### config.mk
export PLATFORM = sky130hd
export DESIGN_NAME = cci_exec
export DESIGN_NICKNAME = d
export VERILOG_FILES = /design/src/cci_pkg.sv /design/src/cci_return_stack.sv /design/src/cci_exec.sv
export SDC_FILE = /design/constraint.sdc
export NUM_CORES = 1
export LEC_CHECK = 0
export BUFFER_PORTS_ARGS = -buffer_cell sky130_fd_sc_hd__clkbuf_2
export CORE_MARGIN = 2
export CORE_UTILIZATION = 55
export CTS_CLUSTER_SIZE = 14
export DETAILED_ROUTE_END_ITERATION = 8
export PLACE_DENSITY = 0.89
export SETUP_SLACK_MARGIN = 0.2
export SYNTH_ARGS = -nofsm -noshare
export SYNTH_HDL_FRONTEND = slang
export SYNTH_SLANG_ARGS = --single-unit
### constraint.sdc
create_clock -name clk_in -period 3.85 [get_ports clk_in]
set_input_delay 0.77 -clock clk_in [delete_from_list [all_inputs] [get_ports clk_in]]
set_output_delay 0.77 -clock clk_in [all_outputs]
set_load 0.01 [all_outputs]
### src/cci_pkg.sv
package cci_pkg;

    // =========================================================
    // Widths
    // =========================================================
    localparam int DATA_W     = 8;
    localparam int PC_W       = 11;
    localparam int FADDR_W    = 5;
    localparam int PAGE_W     = 2;
    localparam int STACK_DEPTH = 2;

    // =========================================================
    // Program counter field layout
    // =========================================================
    localparam int PC_LIT_HI  = 7;
    localparam int PC_BIT8    = 8;
    localparam int PC_PAGE_LO = 9;
    localparam int PC_PAGE_HI = 10;

    // =========================================================
    // Reset values
    // =========================================================
    localparam logic [PC_W-1:0]   PC_RESET   = 11'h000;
    localparam logic [DATA_W-1:0] ACC_RESET  = 8'h00;
    localparam logic              ZERO_RESET = 1'b0;
    localparam logic              FLAG_N_RESET = 1'b1;
    localparam logic [DATA_W-1:0] DATA_ZERO  = 8'h00;
    localparam logic [DATA_W-1:0] DATA_ONE   = 8'h01;
    localparam logic [PC_W-1:0]   PC_ONE     = 11'h001;

    // =========================================================
    // Timing
    // =========================================================
    localparam int CALL_CYCLES = 2;

    // =========================================================
    // Operation selector
    // =========================================================
    typedef enum logic [2:0] {
        CCI_OP_NONE                 = 3'h0,
        CCI_OP_ACCUMULATOR_CLEAR    = 3'h1,
        CCI_OP_CALL                 = 3'h2,
        CCI_OP_WATCHDOG_CLEAR       = 3'h3,
        CCI_OP_FILE_CLEAR           = 3'h4,
        CCI_OP_FILE_COMPLEMENT      = 3'h5,
        CCI_OP_FILE_DECREMENT       = 3'h6,
        CCI_OP_FILE_INCREMENT       = 3'h7
    } cci_op_t;

endpackage : cci_pkg

### src/cci_return_stack.sv
`timescale 1ns/1ns
module cci_return_stack #(
    parameter int DEPTH = cci_pkg::STACK_DEPTH,
    parameter int WIDTH = cci_pkg::PC_W
) (
    input  wire logic             clk_in,
    input  wire logic             reset_n_in,
    input  wire logic             push_in,
    input  wire logic [WIDTH-1:0] push_data_in,
    output logic      [WIDTH-1:0] top_out
);

    // =========================================================
    // Checks
    // =========================================================
    if (DEPTH < 1 || WIDTH < 1) begin : g_bad_size
        $error("cci_return_stack: DEPTH and WIDTH must be at least 1");
    end

    // =========================================================
    // Storage
    // =========================================================
    // Overflow silently drops the oldest entry, as a shift stack does
    logic [WIDTH-1:0] entry_q [DEPTH];

    assign top_out = entry_q[0];

    always_ff @(posedge clk_in or negedge reset_n_in) begin
        if (!reset_n_in) begin
            for (int i = 0; i < DEPTH; i++) begin
                entry_q[i] <= '0;
            end
        end else if (push_in) begin
            entry_q[0] <= push_data_in;
            for (int i = 1; i < DEPTH; i++) begin
                entry_q[i] <= entry_q[i-1];
            end
        end
    end

endmodule : cci_return_stack

### src/cci_exec.sv
// Our own choices: the register addresses and the plain strobed port.
`timescale 1ns/1ns
module cci_exec #(
    parameter int STACK_DEPTH = cci_pkg::STACK_DEPTH
) (
    input  wire logic                          clk_in,
    input  wire logic                          reset_n_in,
    input  wire logic                          op_valid_in,
    input  wire logic [2:0]                    op_code_in,
    input  wire logic [cci_pkg::FADDR_W-1:0]   file_addr_in,
    input  wire logic                          dest_in,
    input  wire logic [cci_pkg::DATA_W-1:0]    literal_in,
    input  wire logic [cci_pkg::DATA_W-1:0]    file_rdata_in,
    input  wire logic [cci_pkg::PAGE_W-1:0]    status_page_in,
    input  wire logic                          prescaler_to_wdt_in,
    output logic      [cci_pkg::PC_W-1:0]      program_counter_out,
    output logic      [cci_pkg::DATA_W-1:0]    accumulator_out,
    output logic                               zero_flag_out,
    output logic                               timeout_flag_n_out,
    output logic                               powerdown_flag_n_out,
    output logic                               file_we_out,
    output logic      [cci_pkg::FADDR_W-1:0]   file_waddr_out,
    output logic      [cci_pkg::DATA_W-1:0]    file_wdata_out,
    output logic                               watchdog_counter_clear_out,
    output logic                               prescaler_clear_out,
    output logic                               busy_out,
    output logic      [cci_pkg::PC_W-1:0]      stack_top_out
);

    // =========================================================
    // Checks
    // =========================================================
    if (STACK_DEPTH < 1) begin : g_bad_depth
        $error("cci_exec: STACK_DEPTH must be at least 1");
    end
    if (cci_pkg::CALL_CYCLES != 2) begin : g_bad_call
        $error("cci_exec: only a two-cycle call is supported");
    end

    // =========================================================
    // State
    // =========================================================
    typedef enum logic [0:0] {
        CCI_ST_RUN,
        CCI_ST_FLUSH
    } cci_state_t;

    cci_state_t                     state_q;
    cci_state_t                     state_d;
    logic [cci_pkg::PC_W-1:0]       pc_q;
    logic [cci_pkg::PC_W-1:0]       pc_d;
    logic [cci_pkg::DATA_W-1:0]     acc_q;
    logic [cci_pkg::DATA_W-1:0]     acc_d;
    logic                           zero_q;
    logic                           zero_d;
    logic                           to_n_q;
    logic                           to_n_d;
    logic                           pd_n_q;
    logic                           pd_n_d;
    logic                           fwe_q;
    logic [cci_pkg::FADDR_W-1:0]    fwaddr_q;
    logic [cci_pkg::DATA_W-1:0]     fwdata_q;
    logic                           wdt_clr_q;
    logic                           pre_clr_q;
    logic                           busy_q;

    // =========================================================
    // Decode
    // =========================================================
    // A fetched instruction seen during the flush cycle is dropped, so the
    // call's delay slot never executes
    wire take_w      = op_valid_in && (state_q == CCI_ST_RUN);
    wire is_accclr_w = take_w && (op_code_in == cci_pkg::CCI_OP_ACCUMULATOR_CLEAR);
    wire is_call_w   = take_w && (op_code_in == cci_pkg::CCI_OP_CALL);
    wire is_wdtclr_w = take_w && (op_code_in == cci_pkg::CCI_OP_WATCHDOG_CLEAR);
    wire is_fclr_w   = take_w && (op_code_in == cci_pkg::CCI_OP_FILE_CLEAR);
    wire is_comp_w   = take_w && (op_code_in == cci_pkg::CCI_OP_FILE_COMPLEMENT);
    wire is_dec_w    = take_w && (op_code_in == cci_pkg::CCI_OP_FILE_DECREMENT);
    wire is_inc_w    = take_w && (op_code_in == cci_pkg::CCI_OP_FILE_INCREMENT);
    wire is_arith_w  = is_comp_w || is_dec_w || is_inc_w;

    // =========================================================
    // Datapath
    // =========================================================
    wire [cci_pkg::DATA_W-1:0] comp_res_w = ~file_rdata_in;
    wire [cci_pkg::DATA_W-1:0] dec_res_w  = cci_pkg::DATA_W'(file_rdata_in - cci_pkg::DATA_ONE);
    wire [cci_pkg::DATA_W-1:0] inc_res_w  = cci_pkg::DATA_W'(file_rdata_in + cci_pkg::DATA_ONE);

    wire [cci_pkg::DATA_W-1:0] arith_res_w =
        is_comp_w ? comp_res_w :
        is_dec_w  ? dec_res_w  :
                    inc_res_w;

    wire arith_zero_w = (arith_res_w == cci_pkg::DATA_ZERO);
    wire to_acc_w     = is_arith_w && !dest_in;
    wire to_file_w    = is_arith_w &&  dest_in;

    wire [cci_pkg::PC_W-1:0] pc_next_w = cci_pkg::PC_W'(pc_q + cci_pkg::PC_ONE);

    // Target keeps page bits from status, bit 8 forced low
    wire [cci_pkg::PC_W-1:0] call_target_w = {
        status_page_in,
        1'b0,
        literal_in
    };

    // =========================================================
    // Next-state logic
    // =========================================================
    always_comb begin
        state_d = state_q;
        pc_d    = pc_q;
        acc_d   = acc_q;
        zero_d  = zero_q;
        to_n_d  = to_n_q;
        pd_n_d  = pd_n_q;
        case (state_q)
            CCI_ST_RUN: begin
                if (take_w) begin
                    pc_d = pc_next_w;
                end
                if (is_call_w) begin
                    pc_d    = call_target_w;
                    state_d = CCI_ST_FLUSH;
                end
                if (is_accclr_w) begin
                    acc_d  = cci_pkg::DATA_ZERO;
                    zero_d = 1'b1;
                end
                if (is_fclr_w) begin
                    zero_d = 1'b1;
                end
                if (is_wdtclr_w) begin
                    to_n_d = 1'b1;
                    pd_n_d = 1'b1;
                end
                if (is_arith_w) begin
                    zero_d = arith_zero_w;
                end
                if (to_acc_w) begin
                    acc_d = arith_res_w;
                end
            end
            CCI_ST_FLUSH: begin
                // Second call cycle: the slot instruction is a no-op, so the
                // counter stays on the target and a nested call returns right
                pc_d    = pc_q;
                state_d = CCI_ST_RUN;
            end
            default: begin
                state_d = CCI_ST_RUN;
            end
        endcase
    end

    // =========================================================
    // Registers
    // =========================================================
    always_ff @(posedge clk_in or negedge reset_n_in) begin
        if (!reset_n_in) begin
            state_q <= CCI_ST_RUN;
            pc_q    <= cci_pkg::PC_RESET;
            acc_q   <= cci_pkg::ACC_RESET;
            zero_q  <= cci_pkg::ZERO_RESET;
            to_n_q  <= cci_pkg::FLAG_N_RESET;
            pd_n_q  <= cci_pkg::FLAG_N_RESET;
        end else begin
            state_q <= state_d;
            pc_q    <= pc_d;
            acc_q   <= acc_d;
            zero_q  <= zero_d;
            to_n_q  <= to_n_d;
            pd_n_q  <= pd_n_d;
        end
    end

    // File write port and one-cycle side effects
    always_ff @(posedge clk_in or negedge reset_n_in) begin
        if (!reset_n_in) begin
            fwe_q     <= 1'b0;
            fwaddr_q  <= '0;
            fwdata_q  <= cci_pkg::DATA_ZERO;
            wdt_clr_q <= 1'b0;
            pre_clr_q <= 1'b0;
            busy_q    <= 1'b0;
        end else begin
            fwe_q     <= is_fclr_w || to_file_w;
            fwaddr_q  <= file_addr_in;
            fwdata_q  <= is_fclr_w ? cci_pkg::DATA_ZERO : arith_res_w;
            wdt_clr_q <= is_wdtclr_w;
            pre_clr_q <= is_wdtclr_w && prescaler_to_wdt_in;
            busy_q    <= (state_d == CCI_ST_FLUSH);
        end
    end

    // =========================================================
    // Return stack
    // =========================================================
    cci_return_stack #(
        .DEPTH (STACK_DEPTH),
        .WIDTH (cci_pkg::PC_W)
    ) u_stack (
        .clk_in       (clk_in),
        .reset_n_in   (reset_n_in),
        .push_in      (is_call_w),
        .push_data_in (pc_next_w),
        .top_out      (stack_top_out)
    );

    // =========================================================
    // Outputs
    // =========================================================
    assign program_counter_out        = pc_q;
    assign accumulator_out            = acc_q;
    assign zero_flag_out              = zero_q;
    assign timeout_flag_n_out         = to_n_q;
    assign powerdown_flag_n_out       = pd_n_q;
    assign file_we_out                = fwe_q;
    assign file_waddr_out             = fwaddr_q;
    assign file_wdata_out             = fwdata_q;
    assign watchdog_counter_clear_out = wdt_clr_q;
    assign prescaler_clear_out        = pre_clr_q;
    assign busy_out                   = busy_q;

endmodule : cci_exec

# Word level (Yosys, flattened, before mapping)
# Cells that the tools add are included.
word_totals:
  reg_bits: 48
  out_inout_bits: 50
op_classes:
  mux: 13
  bitwise: 2
  eq_ne: 8
  reduce_logical: 21
  add_sub_neg: 3
op_table:
  columns: ["operator", "n"]
  rows:
  - ["2-to-1 mux 8 bit", 5]
  - ["2-to-1 mux 11 bit", 3]
  - ["== test 3 bit (second input constant)", 4]
  - ["adder 11 x 1 -> 11 bit (second input constant)", 1]
  - ["logical AND 1 bit", 11]
  - ["adder 8 x 1 -> 8 bit (second input constant)", 1]
  - ["logical NOT 8 bit", 1]
  - ["NOT 8 bit", 1]
  - ["subtractor 8 x 1 -> 8 bit (second input constant)", 1]
  - ["== test 3 x 2 -> 1 bit (second input constant)", 2]
  - ["AND reduction 2 bit", 3]
  - ["2-to-1 mux 1 bit", 4]
  - ["== test 3 x 1 -> 1 bit (second input constant)", 1]
  - ["logical OR 1 bit", 3]
  - ["inequality test 3 bit (second input constant)", 1]
  - ["nonzero test 3 bit", 1]
  - ["one-hot mux 1 bit (2 select lines)", 1]
  - ["nonzero test 2 bit", 1]
  - ["logical NOT 1 bit", 1]
  - ["NOT 1 bit", 1]

# Depth between registers and ports, before layout
logic_depth:
  depth_word: 8
  depth_mapped: 9

# Hierarchy
# Synthesis repeated with hierarchy kept, for this count alone.
unflattened:
  cells_unflattened: 235
  area_unflattened_um2: 2449.8
modules_own_cells:
  columns: ["module", "cells_per_inst", "area_each_um2", "n_inst"]
  rows:
  - ["cci_exec", 212, 2001.9, 1]
  - ["cci_return_stack", 23, 447.9, 1]

# Worst setup path before layout
# OpenSTA, ideal clock, no wires.
synth_path:
  kind: "input-to-reg"
  start: "in op_valid_in"
  end: "reg zero_q (netlist: zero_flag_out)"
  required_time_ns: 3.731
  setup_ns: 0.119
  cell_stages: 9
  path_slack_ns: 1.018
  arrival_ns: 2.714
  cell_sequence: "nand3b_4 -> nor3b_2 -> ha_1 -> a2111oi_0 -> o21a_1 -> or3b_1 -> nand3_2 -> xor2_2 -> a21bo_1"
synth_between:
  elab_chain_cells: 6
synth_rtl:
  columns: ["element", "line_no", "text"]
  rows:
  - ["from (decl)", "cci_exec.sv:8", "input wire logic op_valid_in,"]
  - ["logical AND 1 bit *", "cci_exec.sv:72", "wire take_w = op_valid_in && (state_q == CCI_ST_RUN);"]
  - ["logical AND 1 bit, on equally long branches", "cci_exec.sv:78, cci_exec.sv:77", null]
  - ["2-to-1 mux 8 bit / logical OR 1 bit (equally long branches)", "cci_exec.sv:91, cci_exec.sv:80", null]
  - ["2-to-1 mux 8 bit / logical OR 1 bit (equally long branches)", "cci_exec.sv:90, cci_exec.sv:80", null]
  - ["logical NOT 8 bit / nonzero test 3 bit (equally long branches)", null, null]
  - ["2-to-1 mux 1 bit / AND reduction 2 bit (equally long branches)", null, null]
  - ["to (signal assigned)", "cci_exec.sv:164", "zero_q <= cci_pkg::ZERO_RESET;"]
  - ["to (signal assigned)", "cci_exec.sv:171", "zero_q <= zero_d;"]
  - ["to (decl)", "cci_exec.sv:54", "logic zero_q;"]
# Every way passes the cells marked *; elsewhere a longest branch is shown, timed or not.
# A chain may end at the register's enable or synchronous reset.

# Worst setup path after layout
layout_path:
  start: "in op_code_in[2]"
  end: "reg zero_q (netlist: zero_flag_out)"
layout_between:
  elab_chain_cells: 6
layout_rtl:
  columns: ["element", "line_no", "text"]
  rows:
  - ["from (decl)", "cci_exec.sv:9", "input wire logic [2:0] op_code_in,"]
  - ["== test 3 bit, on equally long branches", "cci_exec.sv:78, cci_exec.sv:77", null]
  - ["logical AND 1 bit, on equally long branches", "cci_exec.sv:78, cci_exec.sv:77", null]
  - ["2-to-1 mux 8 bit / logical OR 1 bit (equally long branches)", "cci_exec.sv:91, cci_exec.sv:80", null]
  - ["2-to-1 mux 8 bit / logical OR 1 bit (equally long branches)", "cci_exec.sv:90, cci_exec.sv:80", null]
  - ["logical NOT 8 bit / nonzero test 3 bit (equally long branches)", null, null]
  - ["2-to-1 mux 1 bit / AND reduction 2 bit (equally long branches)", null, null]
# Several ways; a longest one is shown, not always the timed one.

==> results.toml <==
[hold_path]
hold_path_class = "input port to asynchronous set/reset pin"

[routing]
drtIter0Drc = 126
vias = 2171
first_pass_iters = 4
ant_nets = 0
wl_mm = 5.72
wl_per_cell_um = 14.6
avgViaCountPerCell = 5.55
route.detailed.drc = 0

[placement]
numPortBuffers = 78
dp_hpwl_mm = 4.23
gp_congestion = 0.830

[run]
drv_cap = 0

[synth]
synth_flop_cell = "dfrtp_1"
avgSynthCellArea_um2 = 10.0
ys_seq_elements = 48
ys_types = 59
yosysSeqAreaShare = 0.461
synth-edff-count = 0
ys_warn_count = 0
syn_inst = 260
synthArstFlopShare = 1.00
netlist_area_mm2 = 0.00261

[pwr]
power_frac_comb = 0.300
irDropWorstVdd_v = 0.000206
power_frac_seq = 0.468
p_leak_nw = 1.50
clockPowerShare = 0.232
swShare = 0.337
powerDensity_mw_per_mm2 = 493
p_switching_uw = 515
p_int_mw = 1.01

[timing]
grt_setup_unrepaired = "no"
holdWs_ps = 367
max_freq_ghz = 0.327
finalSetupViolCount = 0
fin_crit_ps = 3050
slew_headroom = 0.524
tns_ps = 0
fin_crit_sh = 0.793
finClkSkew_ps = 3.31
hold_viol = 0
report.final.slew_viol_count = 0
tightest_slew_ps = 709

[layout]
fin_nets = 375
n_antenna_cell = 0
layout-drive-gt1-share = 0.309
area_growth_pct = 18.6

[clock_tree]
cts_resized = 0
clock-sinks = 48
clk_path_buf_depth = 2
postCtsSetupRepairBufs = 0
cts.htree.levels = 2
cts_tree = "done"
clk_pin_slew_ps = 80
worstSkewPairLatency_ps = 300
ctsHoldBuffers = 0
numCtsBuffers = 5
cts_root_buf = "clkbuf_8"

[worst_setup_path]
worstPathMaxFanout = 15
crit_type = "input port to register"
arrival_ps = 3250
crit_start = "op_code_in[2]"
cp-end-kind = "register"
reg2reg_from = "busy_out"
crit_path_start_kind = "input port"
critPathRequiredTime_ps = 4040

[die]
io_pins = 81
num_rows = 25
die_area_mm2 = 0.00530
core_mm2 = 0.00463
start_util = 0.563
die_x_um = 72.8
die_h_um = 72.8

[global_route]
grt_first_pass_wirelength_mm = 9.40
overflow = 0
grt_max_degree = 37
grt_usage = 0.225
first_global_vias = 2019
antenna_found_initial = 0

[run_status]
status = "finished clean"
## cell families (layout without fill, tap and decap cells)
group           after synthesis  after routing  share of synthesized area
simple gates                 92             92                      0.195
compound gates               81             81                      0.203
flops                        48             48                      0.461
buf+inv                      17             93                     0.0499
xor+xnor                     11             11                     0.0398
fa+ha+maj                     8              8                     0.0413
mux                           2              2                    0.00864
other cells                   1              2                    0.00144
## synth_stat cells, types with 2 or more instances
| library cell | n | area [um^2] |
|---|---|---|
| xnor2_1 | 6 | 52.6 |
| xor2_1 | 4 | 35.0 |
| a31oi_1 | 2 | 12.5 |
| clkbuf_1 | 3 | 11.3 |
| buf_4 | 2 | 15.0 |
| nor3b_1 | 5 | 37.5 |
| o21a_1 | 3 | 22.5 |
| mux2_2 | 2 | 22.5 |
| a21oi_2 | 2 | 17.5 |
| o22ai_1 | 5 | 31.3 |
| a211oi_1 | 3 | 22.5 |
| and2_1 | 3 | 18.8 |
| and3_1 | 4 | 25.0 |
| o21ai_0 | 18 | 90.1 |
| buf_6 | 3 | 33.8 |
| a21oi_1 | 19 | 95.1 |
| nor2_1 | 20 | 75.1 |
| nand2_1 | 24 | 90.1 |
| o21bai_1 | 3 | 22.5 |
| nor2b_1 | 11 | 68.8 |
| o21ai_1 | 8 | 40.0 |
| nor3_1 | 5 | 25.0 |
| inv_1 | 3 | 11.3 |
| buf_2 | 3 | 15.0 |
| or3_1 | 3 | 18.8 |
| ha_1 | 7 | 87.6 |
| nand3_2 | 2 | 20.0 |
| nand2b_1 | 2 | 12.5 |
| a22o_1 | 6 | 52.6 |
| and2b_1 | 2 | 15.0 |
| dfrtp_1 | 48 | 1200 |
| nand3_1 | 2 | 10.0 |
## final cells by class
cell class / instances / area (um^2)
Timing Repair Buffer: 81 / 413
Fill cell: 393 / 1540
Sequential cell: 48 / 1200
Inverter: 4 / 20.0
Multi-Input combinational cell: 196 / 1280
Clock buffer: 5 / 68.8
Tap cell: 54 / 67.6
Clock inverter: 3 / 42.5
## placed cells by master, fill, tap and decap left out, types with 2 or more instances in the layout
| master | synthesis | layout |
|---|---|---|
| inv_1 | 3 | 3 |
| buf_4 | 2 | 3 |
| nand3_1 | 2 | 2 |
| and3_1 | 4 | 4 |
| or3_1 | 3 | 3 |
| o21ai_0 | 18 | 18 |
| nand2b_1 | 2 | 2 |
| a21oi_2 | 2 | 2 |
| clkbuf_8 | 0 | 5 |
| o21ai_1 | 8 | 8 |
| and2b_1 | 2 | 2 |
| o21bai_1 | 3 | 3 |
| clkbuf_2 | 0 | 78 |
| nor2_1 | 20 | 20 |
| a31oi_1 | 2 | 2 |
| nor2b_1 | 11 | 11 |
| ha_1 | 7 | 7 |
| xor2_1 | 4 | 4 |
| nand2_1 | 24 | 24 |
| o22ai_1 | 5 | 5 |
| nor3b_1 | 5 | 5 |
| a22o_1 | 6 | 6 |
| dfrtp_1 | 48 | 48 |
| nand3_2 | 2 | 2 |
| a211oi_1 | 3 | 3 |
| o21a_1 | 3 | 3 |
| nor3_1 | 5 | 5 |
| conb_1 | 1 | 2 |
| mux2_2 | 2 | 2 |
| a21oi_1 | 19 | 19 |
| and2_1 | 3 | 3 |
| xnor2_1 | 6 | 6 |
## worst paths after layout
| check | endpoint | slack (ps) | cells after the start |
|---|---|---|---|
| max reg2reg | zero_flag_out | 920 | 9 |
| max in group asynchronous | u_stack.top_out[10] | 2750 | 2 |
| max | zero_flag_out | 800 | 10 |
| min in group clk_in | u_stack.top_out[1] | 490 | 2 |
| min | accumulator_out[1] | 370 | 1 |
| min reg2reg | u_stack.top_out[1] | 490 | 2 |
## sequential cells by signal, indices dropped and copies added (netlist names)
name	flops
u_stack.top_out	11
zero_flag_out	1
busy_out	1
file_waddr_out	5
watchdog_counter_clear_out	1
file_wdata_out	8
accumulator_out	8
program_counter_out	11
file_we_out	1
prescaler_clear_out	1
## power groups by stage
stage / clock, mW / combinational, mW / sequential [mW]
floorplan: 0 / 0.225 / 0.758
global placement: 0 / 0.443 / 0.714
detailed placement: 0 / 0.457 / 0.720
CTS: 0.362 / 0.462 / 0.711
global route: 0.382 / 0.513 / 0.727
finish: 0.354 / 0.458 / 0.713
## metrics by stage
step	instances	utilization	instance area (um^2)	setup slack, ps	power, mW
final	391	0.668	3090	796	1.53
after global routing	391	0.668	3090	596	1.62
after CTS	391	0.668	3090	792	1.54
after detailed placement	383	0.644	2980	466	1.18
after global placement	383	0.644	2980	530	1.16
after floorplan	261	-	2610	1020	0.983
## critical path, stage by stage
cell	delay, ps
clkbuf_2	140
nand3b_4	180
nor3b_2	530
ha_1	410
a2111oi_0	460
o21a_1	210
or3b_1	120
nand3_2	90
xor2_2	180
a21bo_1	170
## layer usage
layer  vias up  part of all wire  GRT usage  wire [um]
met1      1032              0.45      0.307       2600
li1       1071                 -          -          -
met4         0             0.011     0.0679         61
met2        63              0.49      0.371       2810
met5         -                 0          0          0
met3         5             0.043     0.0359        248
Power figures use the tool's default switching activity.
